**src/btse_pkg.sv**
```systemverilog
// Constants, opcodes, field positions and state codes for the bit toggle / skip unit.
// Assumes a 24-bit instruction word and a 16-bit data path inside the core.
//
// How it works
// [RULE1] File toggle flips only the chosen bit, writes it back, flags untouched.
// [RULE2] File toggle opcode is 1010 1010 in the top byte.
// [RULE3] File addresses span 0..8191; word accesses use even addresses only.
// [RULE4] Software keeps bit position within 0..7 for bytes, 0..15 for words.
// [RULE5] Byte suffix selects byte width; otherwise full 16-bit word.
// [RULE6] Software gives word-aligned file addresses in word mode.
// [RULE7] Toggle also works on a working register, direct or indirect.
// [RULE8] Register toggle opcode 1010 0010; four-bit position; width bit 1 means byte.
// [RULE9] Three-bit mode field picks addressing; four-bit field picks one of sixteen registers.
// [RULE10] Extended data space indirect addresses use the read page register.
// [RULE11] Tested bit clear: drop fetched next instruction, run a no-op instead.
// [RULE12] Skip test never modifies the operand nor the status flags.
// [RULE13] Register skip opcode 1010 0111, word only, positions 0..15.
// [RULE14] Skip takes one cycle without skipping, two or three when skipping. Memory operand forms add the cycles spent waiting for i_rd_valid.
// [RULE15] Bit 0 is the least significant bit.
// [RULE16] Reads of slow peripheral registers may stretch the cycle count.
// [RULE17] Register skip supports indirect addressing with pointer update.
// [RULE18] Skipping a two-word instruction costs three cycles, a one-word one two.
// [RULE19] Each instruction is one program word; toggles finish in one cycle. Only the direct register form does; memory forms wait for i_rd_valid.

package btse_pkg;

  // ==========================================================================
  // Widths
  localparam int INSTR_W = 24;
  localparam int DATA_W  = 16;
  localparam int FADDR_W = 13;
  localparam int BIT_W   = 4;
  localparam int REG_W   = 4;
  localparam int MODE_W  = 3;

  // ==========================================================================
  // Opcodes in the top byte
  localparam logic [7:0] OP_TOG_FILE = 8'haa;
  localparam logic [7:0] OP_TOG_WREG = 8'ha2;
  localparam logic [7:0] OP_SKC_FILE = 8'haf;
  localparam logic [7:0] OP_SKC_WREG = 8'ha7;

  // ==========================================================================
  // Field positions
  localparam int OPC_LSB   = 16;
  localparam int WBIT_LSB  = 12;
  localparam int FBIT_LSB  = 13;
  localparam int FBIT_W    = 3;
  localparam int FADDR_LSB = 1;
  localparam int FADDR_MSB = 12;
  localparam int FPOS_HI   = 0;
  localparam int WIDTH_POS = 10;
  localparam int MODE_LSB  = 4;
  localparam int REG_LSB   = 0;

  // ==========================================================================
  // Addressing modes
  localparam logic [2:0] AM_DIRECT  = 3'h0;
  localparam logic [2:0] AM_IND     = 3'h1;
  localparam logic [2:0] AM_POSTDEC = 3'h2;
  localparam logic [2:0] AM_POSTINC = 3'h3;
  localparam logic [2:0] AM_PREDEC  = 3'h4;
  localparam logic [2:0] AM_PREINC  = 3'h5;

  // ==========================================================================
  // Byte enables, pointer steps, skip lengths
  localparam logic [1:0]  BE_WORD   = 2'h3;
  localparam logic [1:0]  BE_LO     = 2'h1;
  localparam logic [1:0]  BE_HI     = 2'h2;
  localparam logic [15:0] STEP_WORD = 16'h0002;
  localparam logic [15:0] STEP_BYTE = 16'h0001;
  localparam logic [15:0] BIT_ONE   = 16'h0001;
  localparam logic [1:0]  SKIP_ONE  = 2'h1;
  localparam logic [1:0]  SKIP_TWO  = 2'h2;

  // ==========================================================================
  // Sequencer states
  typedef enum logic [2:0] {
    ST_IDLE = 3'b001,
    ST_WAIT = 3'b010,
    ST_SKIP = 3'b100
  } btse_state_t;

endpackage : btse_pkg

```
**src/btse_addr_gen.sv**
```systemverilog
// Effective address and pointer update for working-register operands.
// Assumes the register value is presented combinationally with the mode.
`timescale 1ns/1ps
`default_nettype none

module btse_addr_gen #(
  parameter int PAGE_W = 10,
  parameter bit EXT_DS = 1'b1
) (
  // Operand selection
  input  wire logic [2:0]          i_mode,
  input  wire logic                i_byte,
  input  wire logic [15:0]         i_source_work_register,
  input  wire logic [PAGE_W-1:0]   i_data_read_page_register,
  // Results
  output logic [PAGE_W+14:0]       o_ea,
  output logic [15:0]              o_ptr_next,
  output logic                     o_ptr_we
);

  logic [15:0] step;
  logic [15:0] eff;

  always_comb
  begin
    step       = i_byte ? btse_pkg::STEP_BYTE : btse_pkg::STEP_WORD;
    eff        = i_source_work_register;
    o_ptr_next = i_source_work_register;
    o_ptr_we   = 1'b0;
    case (i_mode) // [RULE9] [RULE17]
      btse_pkg::AM_DIRECT, btse_pkg::AM_IND:
      begin
        o_ptr_we = 1'b0;
      end
      btse_pkg::AM_POSTDEC:
      begin
        o_ptr_next = i_source_work_register - step;
        o_ptr_we   = 1'b1;
      end
      btse_pkg::AM_POSTINC:
      begin
        o_ptr_next = i_source_work_register + step;
        o_ptr_we   = 1'b1;
      end
      btse_pkg::AM_PREDEC:
      begin
        o_ptr_next = i_source_work_register - step;
        eff        = o_ptr_next;
        o_ptr_we   = 1'b1;
      end
      btse_pkg::AM_PREINC:
      begin
        o_ptr_next = i_source_work_register + step;
        eff        = o_ptr_next;
        o_ptr_we   = 1'b1;
      end
      default:
      begin
        o_ptr_we = 1'b0;
      end
    endcase
    // Upper half of the data space is paged
    if (EXT_DS && eff[15]) // [RULE10]
      o_ea = {i_data_read_page_register, eff[14:0]};
    else
      o_ea = {{(PAGE_W-1){1'b0}}, eff};
  end

endmodule : btse_addr_gen

`default_nettype wire

```
**src/btse_exec.sv**
```systemverilog
// Execute logic for the bit toggle and skip-if-bit-clear instructions.
// Assumes the register file presents the register named by the ssss field
// in the same cycle as the instruction, and data memory answers with i_rd_valid.
`timescale 1ns/1ps
`default_nettype none

module btse_exec #(
  parameter int PAGE_W = 10,
  parameter bit EXT_DS = 1'b1
) (
  // Clock and reset
  input  wire logic                i_clock,
  input  wire logic                i_rst_n,
  // Instruction from fetch
  input  wire logic                i_instr_valid,
  input  wire logic [23:0]         i_instr,
  input  wire logic [15:0]         i_source_work_register,
  input  wire logic                i_next_two_word,
  input  wire logic [PAGE_W-1:0]   i_data_read_page_register,
  output logic                     o_ready,
  // Data memory read
  output logic                     o_rd_req,
  output logic [PAGE_W+14:0]       o_rd_addr,
  input  wire logic                i_rd_valid,
  input  wire logic [15:0]         i_rd_data,
  // Data memory write
  output logic                     o_wr_en,
  output logic [PAGE_W+14:0]       o_wr_addr,
  output logic [1:0]               o_wr_be,
  output logic [15:0]              o_wr_data,
  // Working register write
  output logic                     o_wreg_we,
  output logic [3:0]               o_wreg_sel,
  output logic [15:0]              o_wreg_data,
  // Pointer update
  output logic                     o_ptr_we,
  output logic [3:0]               o_ptr_sel,
  output logic [15:0]              o_ptr_data,
  // Squash of the fetched next instruction
  output logic                     o_squash
);

  localparam int EA_W = PAGE_W + 15;

  // ==========================================================================
  // Parameter check
  generate
    if (PAGE_W < 2)
    begin : g_bad_page
      $error("PAGE_W must be at least 2");
    end
  endgenerate

  // ==========================================================================
  // Decode
  logic [7:0]      opcode;
  logic            bit_toggle_op;
  logic            skip_if_bit_clear_op;
  logic            is_wform;
  logic            hit;
  logic            byte_mode;
  logic [2:0]      mode;
  logic            direct;
  logic [3:0]      bit_position_operand;
  logic [EA_W-1:0] ea_w;
  logic [EA_W-1:0] ea;
  logic [15:0]     ptr_next;
  logic            ptr_we;
  logic [3:0]      pos_new;
  logic [1:0]      be_new;
  logic            accept;

  assign opcode = i_instr[btse_pkg::OPC_LSB +: 8];
  assign bit_toggle_op = (opcode == btse_pkg::OP_TOG_FILE) // [RULE2]
                       | (opcode == btse_pkg::OP_TOG_WREG); // [RULE8]
  assign skip_if_bit_clear_op = (opcode == btse_pkg::OP_SKC_FILE)
                              | (opcode == btse_pkg::OP_SKC_WREG); // [RULE13]
  assign is_wform  = (opcode == btse_pkg::OP_TOG_WREG) | (opcode == btse_pkg::OP_SKC_WREG);
  assign hit       = bit_toggle_op | skip_if_bit_clear_op;
  // Skip on a register is word only
  assign byte_mode = (opcode == btse_pkg::OP_TOG_WREG) & i_instr[btse_pkg::WIDTH_POS]; // [RULE5]
  assign mode      = i_instr[btse_pkg::MODE_LSB +: btse_pkg::MODE_W];
  assign direct    = is_wform & (mode == btse_pkg::AM_DIRECT);
  assign accept    = i_instr_valid & o_ready & hit;

  btse_addr_gen #(
    .PAGE_W (PAGE_W),
    .EXT_DS (EXT_DS)
  ) u_addr_gen (
    .i_mode                    (mode),
    .i_byte                    (byte_mode),
    .i_source_work_register    (i_source_work_register),
    .i_data_read_page_register (i_data_read_page_register),
    .o_ea                      (ea_w),
    .o_ptr_next                (ptr_next),
    .o_ptr_we                  (ptr_we)
  );

  always_comb
  begin
    bit_position_operand = i_instr[btse_pkg::WBIT_LSB +: btse_pkg::BIT_W];
    if (is_wform)
    begin
      ea = ea_w;
      if (!byte_mode)
      begin
        pos_new = bit_position_operand;
        be_new  = btse_pkg::BE_WORD;
      end
      else
      begin
        // Odd byte lives in the upper half of the word [RULE15]
        pos_new = {ea_w[0] & ~direct, bit_position_operand[2:0]};
        be_new  = ea_w[0] ? btse_pkg::BE_HI : btse_pkg::BE_LO;
      end
    end
    else
    begin
      // Byte form folds into a word access at the even address [RULE3]
      ea      = {{(EA_W-btse_pkg::FADDR_W){1'b0}},
                 i_instr[btse_pkg::FADDR_MSB:btse_pkg::FADDR_LSB], 1'b0};
      pos_new = {i_instr[btse_pkg::FPOS_HI], i_instr[btse_pkg::FBIT_LSB +: btse_pkg::FBIT_W]};
      be_new  = btse_pkg::BE_WORD;
    end
  end

  // ==========================================================================
  // Latched instruction
  logic            tog_q;
  logic [3:0]      pos_q;
  logic [1:0]      be_q;
  logic            wform_q;

  always_ff @(posedge i_clock)
  begin
    if (!i_rst_n)
    begin
      tog_q   <= 1'b0;
      pos_q   <= 4'h0;
      be_q    <= btse_pkg::BE_WORD;
      wform_q <= 1'b0;
    end
    else if (accept)
    begin
      tog_q   <= bit_toggle_op;
      pos_q   <= pos_new;
      be_q    <= be_new;
      wform_q <= is_wform;
    end
  end

  // ==========================================================================
  // Result of the test or toggle
  btse_pkg::btse_state_t state_q;
  btse_pkg::btse_state_t state_d;
  logic [1:0]      skip_left_q;
  logic [15:0]     operand;
  logic [3:0]      pos_now;
  logic            tog_now;
  logic            do_result;
  logic            tested;
  logic            skip_now;
  logic [15:0]     flipped;

  assign operand   = (state_q == btse_pkg::ST_WAIT) ? i_rd_data : i_source_work_register;
  assign pos_now   = (state_q == btse_pkg::ST_WAIT) ? pos_q : pos_new;
  assign tog_now   = (state_q == btse_pkg::ST_WAIT) ? tog_q : bit_toggle_op;
  assign do_result = (accept & direct) | ((state_q == btse_pkg::ST_WAIT) & i_rd_valid);
  assign tested    = operand[pos_now]; // [RULE15]
  assign skip_now  = do_result & ~tog_now & ~tested; // [RULE11]
  assign flipped   = operand ^ (btse_pkg::BIT_ONE << pos_now); // [RULE1] [RULE7]

  // ==========================================================================
  // Sequencer
  always_comb
  begin
    state_d = state_q;
    case (state_q)
      btse_pkg::ST_IDLE:
      begin
        if (skip_now)
          state_d = btse_pkg::ST_SKIP;
        else if (accept && !direct)
          state_d = btse_pkg::ST_WAIT;
      end
      btse_pkg::ST_WAIT:
      begin
        // Slow peripherals simply hold this state [RULE16]
        if (skip_now)
          state_d = btse_pkg::ST_SKIP;
        else if (i_rd_valid)
          state_d = btse_pkg::ST_IDLE;
      end
      btse_pkg::ST_SKIP:
      begin
        if (skip_left_q == btse_pkg::SKIP_ONE)
          state_d = btse_pkg::ST_IDLE;
      end
      default:
      begin
        state_d = btse_pkg::ST_IDLE;
      end
    endcase
  end

  always_ff @(posedge i_clock)
  begin
    if (!i_rst_n)
      state_q <= btse_pkg::ST_IDLE;
    else
      state_q <= state_d;
  end

  always_ff @(posedge i_clock)
  begin
    if (!i_rst_n)
      skip_left_q <= 2'h0;
    else if (skip_now)
      skip_left_q <= i_next_two_word ? btse_pkg::SKIP_TWO : btse_pkg::SKIP_ONE; // [RULE14] [RULE18]
    else if (state_q == btse_pkg::ST_SKIP)
      skip_left_q <= skip_left_q - btse_pkg::SKIP_ONE;
  end

  always_ff @(posedge i_clock)
  begin
    if (!i_rst_n)
    begin
      o_ready  <= 1'b0;
      o_squash <= 1'b0;
    end
    else
    begin
      o_ready  <= (state_d == btse_pkg::ST_IDLE);
      o_squash <= (state_d == btse_pkg::ST_SKIP); // [RULE11]
    end
  end

  // ==========================================================================
  // Memory read and pointer update
  always_ff @(posedge i_clock)
  begin
    if (!i_rst_n)
    begin
      o_rd_req   <= 1'b0;
      o_rd_addr  <= '0;
      o_ptr_we   <= 1'b0;
      o_ptr_sel  <= 4'h0;
      o_ptr_data <= 16'h0000;
    end
    else
    begin
      o_rd_req <= accept & ~direct;
      o_ptr_we <= accept & is_wform & ptr_we; // [RULE17]
      if (accept)
      begin
        o_rd_addr  <= ea;
        o_ptr_sel  <= i_instr[btse_pkg::REG_LSB +: btse_pkg::REG_W];
        o_ptr_data <= ptr_next;
      end
    end
  end

  // ==========================================================================
  // Write back; skip forms never write
  always_ff @(posedge i_clock)
  begin
    if (!i_rst_n)
    begin
      o_wr_en     <= 1'b0;
      o_wr_addr   <= '0;
      o_wr_be     <= btse_pkg::BE_WORD;
      o_wr_data   <= 16'h0000;
      o_wreg_we   <= 1'b0;
      o_wreg_sel  <= 4'h0;
      o_wreg_data <= 16'h0000;
    end
    else
    begin
      o_wr_en   <= do_result & tog_now & (state_q == btse_pkg::ST_WAIT); // [RULE1] [RULE12]
      o_wreg_we <= accept & direct & bit_toggle_op; // [RULE7] [RULE19]
      if (do_result && tog_now && state_q == btse_pkg::ST_WAIT)
      begin
        o_wr_addr <= o_rd_addr;
        o_wr_be   <= be_q;
        o_wr_data <= flipped;
      end
      if (accept && direct && bit_toggle_op)
      begin
        o_wreg_sel  <= i_instr[btse_pkg::REG_LSB +: btse_pkg::REG_W];
        o_wreg_data <= flipped;
      end
    end
  end
endmodule : btse_exec

`default_nettype wire

```
**config.mk**
```make
export PLATFORM = sky130hd
export DESIGN_NAME = btse_exec
export DESIGN_NICKNAME = d
export VERILOG_FILES = /design/src/btse_pkg.sv /design/src/btse_addr_gen.sv /design/src/btse_exec.sv
export SDC_FILE = /design/constraint.sdc
export NUM_CORES = 1
export LEC_CHECK = 0
export BUFFER_PORTS_ARGS = -buffer_cell sky130_fd_sc_hd__buf_2
export CAP_MARGIN = 15
export CORE_MARGIN = 3
export CORE_UTILIZATION = 53
export CTS_CLUSTER_DIAMETER = 30
export DETAILED_ROUTE_END_ITERATION = 16
export GPL_TIMING_DRIVEN = 0
export PLACE_DENSITY = 0.83
export SETUP_SLACK_MARGIN = 0.1
export SKIP_CTS_REPAIR_TIMING = 1
export SLEW_MARGIN = 20
export SYNTH_ARGS = -nofsm -noshare
export SYNTH_HDL_FRONTEND = slang
export SYNTH_SLANG_ARGS = --single-unit
```
**constraint.sdc**
```tcl
create_clock -name i_clock -period 3.53 [get_ports i_clock]
set_input_delay 0 -clock i_clock [delete_from_list [all_inputs] [get_ports i_clock]]
set_output_delay 0 -clock i_clock [all_outputs]
set_load 0.1 [all_outputs]
```
==> results_dict.tcl <==
set metrics [dict create \
    drc 0 \
    yosysTopAreaCell "dfxtp_1" \
    worstHoldPathCells 4 \
    wl_mm 25.0 \
    cts_root_buffer "clkbuf_16" \
    synth_top_area_share_pct 38.1 \
    rsz0062_at_grt "true" \
    fin_util_pct 70.5 \
    n_fill_cell 1016 \
    htreeDepth 4 \
    ys_ff_latch 126 \
    wl_per_cell_um 19.9 \
    fp.dieW_um 118 \
    grt_pass1_wl_mm 38.1 \
    grt_max_degree 17 \
    postRouteAntennaNets 0 \
    nets 1155 \
    ys_seq_area_share_pct 38.1 \
    clk_pin_slew_ns 0.06 \
    min_to "tog_q$_SDFFE_PN0P_" \
    dr.pass1.iters 9 \
    track_usage_pct 34.6 \
    netlist_top_cells_area "dfxtp_1 (38%), nand2_1 (9.9%), a21oi_1 (7.6%)" \
    yosys.area_share.simple_pct 25.3 \
    start_util_pct 54.6 \
    min_period_ns 3.26 \
    violations "hold timing" \
    slew_headroom_pct 46.1 \
    critPathLaunchType "input port" \
    peakVddDrop_uv 438 \
    core.rowCount 40 \
    cp.arrival_ns 3.56 \
    maxCapViolations 0 \
    synthArstFlopShare_pct 0 \
    worstSetupEndpointType "flip-flop" \
    p_leak_uw 0.00333 \
    setup_viol 0 \
    fin_crit_sh_pct 92.4 \
    worstMarginPinSlew_ns 0.802 \
    synthMuxAreaShare_pct 3.03 \
    synth_xor_area_share_pct 5.65 \
    gp_congestion 0.980 \
    dp_slack_ns -0.401 \
    syn_avg_cell_area_um2 7.62 \
    grt_overflow 0 \
    synth_compound_area_share_pct 21.7 \
    dieArea_um2 13900 \
    netlist_instances 868 \
    io_pins 185 \
    required_ns 3.83 \
    syn-cell-area_um2 6620 \
    io_buffers 173 \
    vias_per_cell 5.98 \
    yosysMostFrequentCell "nand2_1" \
    diodes 0 \
    cts_made_buffers 17 \
    synthesis.nets 946 \
    fin_setup_tns_ns 0 \
    synth_top_family_by_area "simple AND/OR/NAND/NOR gates" \
    vias 7523 \
    antenna_found_initial 0 \
    synthFlopType "dfxtp_1" \
    die_h_um 118 \
    setup_slack_ns 0.267 \
    r2r-start "state_q[1]$_SDFF_PN0_" \
    fin_worst_skew_ns 0.00606 \
    cts_tree "done" \
    core_um2 12100 \
    maxSlewViolCount 0 \
    whs_ns -0.0366 \
    worstSkewPairLatency_ns 0.43 \
    yosysUniqueCellTypes 71 \
    reg2reg_to "state_q[0]$_SDFF_PN1_" \
    place_inst 1209 \
    yosys_warnings 0 \
    synthAdderAreaFrac_pct 1.55 \
    cts.sinks 126 \
    syn2layout_area_growth_pct 29.0 \
    final_layout_size_suffix_gt1_share_pct 20.4 \
    hold_viol 3 \
    ys_top_cells_by_count "nand2_1 (174), dfxtp_1 (126), a21oi_1 (100), nor2_1 (91), clkbuf_1 (60)" \
    power.density_cell_area_nw_per_um2 436 \
    min_from "i_instr[18]" \
    multi_input_area_um2 3790 \
    hold_class "input port to flip-flop" \
    cp_max_fo 8 \
    first_global_vias 7053 \
    seq_area_um2 2520 \
    reg2reg_setup_slack_ns 0.31 \
    max_freq_mhz 306 \
    outcome "finished, violations left" \
    drtIter0Drc 770 \
    synth_edf_count 0 \
    path_class "input port to flip-flop" \
    reg2reg_depth 7 \
    dpl.hpwl_mm 18.0 \
    fin_cells 1258 \
    clockBufferDepth 2 \
]
-- cell usage in the layout, fill, tap and decap left out, drive strengths merged, types with 6 or more instances in the layout --
master / count
nand3: 13
a211oi: 18
xnor2: 22
a31oi: 8
nor4: 17
dlygate4sd3: 17
nand2b: 9
a22oi: 14
mux2i: 20
and3: 6
nor2: 91
or3: 8
a311oi: 6
o21ai: 21
clkbuf: 81
o211ai: 12
nor3: 21
dfxtp: 126
a21oi: 100
nand2: 174
buf: 180
xor2: 19
inv: 18
-- flip-flops by register name, indices dropped and copies added (netlist names), 2 cells and up --
name	cells
skip_left_q	2
o_wr_be	2
o_wreg_sel	4
o_wr_addr	25
o_wreg_data	16
o_ptr_sel	4
pos_q	4
o_rd_addr	25
o_wr_data	16
be_q	2
state_q	3
o_ptr_data	16
-- per-stage QoR --
step / hold slack [ns] / total power [uW] / cell area (um2)
detailed placement: 0.244 / 1770 / 7690
CTS: -0.192 / 3690 / 8350
finish: -0.0366 / 3720 / 8530
floorplan: 0.136 / 1650 / 6620
global route: 0.00653 / 3810 / 8530
global placement: 0.236 / 1770 / 7690
-- how the worst max path moves through the flow --
stage,from,endpoint,slack [ns],cells past startpoint
global placement,i_instr[17],o_rd_addr[12]$_SDFFE_PN0P_,-0.43,15
detailed placement,i_instr[17],o_rd_addr[12]$_SDFFE_PN0P_,-0.40,15
global route,i_instr[17],o_rd_addr[12]$_SDFFE_PN0P_,0.05,15
floorplan,i_instr[17],o_rd_addr[12]$_SDFFE_PN0P_,0.71,14
CTS,i_instr[17],o_rd_addr[12]$_SDFFE_PN0P_,-0.03,15
finish,i_instr[17],o_rd_addr[12]$_SDFFE_PN0P_,0.27,15
-- cell type report --
cell class / count / area share [%]
Clock inverter: 11 / 2.08
Multi-Input combinational cell: 660 / 44.5
Timing Repair Buffer: 190 / 12.1
Tap cell: 168 / 2.46
Sequential cell: 126 / 29.6
Inverter: 15 / 0.660
Clock buffer: 21 / 5.63
Buffer: 67 / 2.99
-- cells by family (layout without fill, tap and decap cells) --
| kind of cell | count (synthesis) | in the layout |
|---|---|---|
| AND/OR/NAND/NOR | 372 | 372 |
| multiplexers | 20 | 20 |
| XOR/XNOR | 41 | 41 |
| flip-flops | 126 | 126 |
| AO/OA/AOI/OAI | 220 | 220 |
| adder cells (fa/ha/maj) | 7 | 7 |
| buffers and inverters | 82 | 304 |
-- worst max-delay path: stages --
cell and delay (ns):
buf_2 0.14, nor2b_1 0.26, and3_1 0.25, and2_2 0.32, ha_1 0.28, inv_1 0.07, fa_1 0.41, nor3_2 0.24
nand2_1 0.18, o41ai_1 0.44, a21oi_1 0.14, a2111oi_1 0.53, nor3_1 0.11, a21oi_1 0.14, nor2_1 0.05
-- per-layer routing --
metal  share of wire, %  GRT usage (%)
met3                9.4           6.82
met4                3.2           13.8
met5                  0              0
met2                 48           57.5
met1                 39           44.1
-- power breakdown --
group	switching, uW	internal, uW	leakage, uW
combinational	228	110	0.00200
clock	689	1260	0.000313
sequential	2.59	1420	0.00101
total	919	2800	0.00333
No activity file was read; power rests on OpenSTA's default activity.
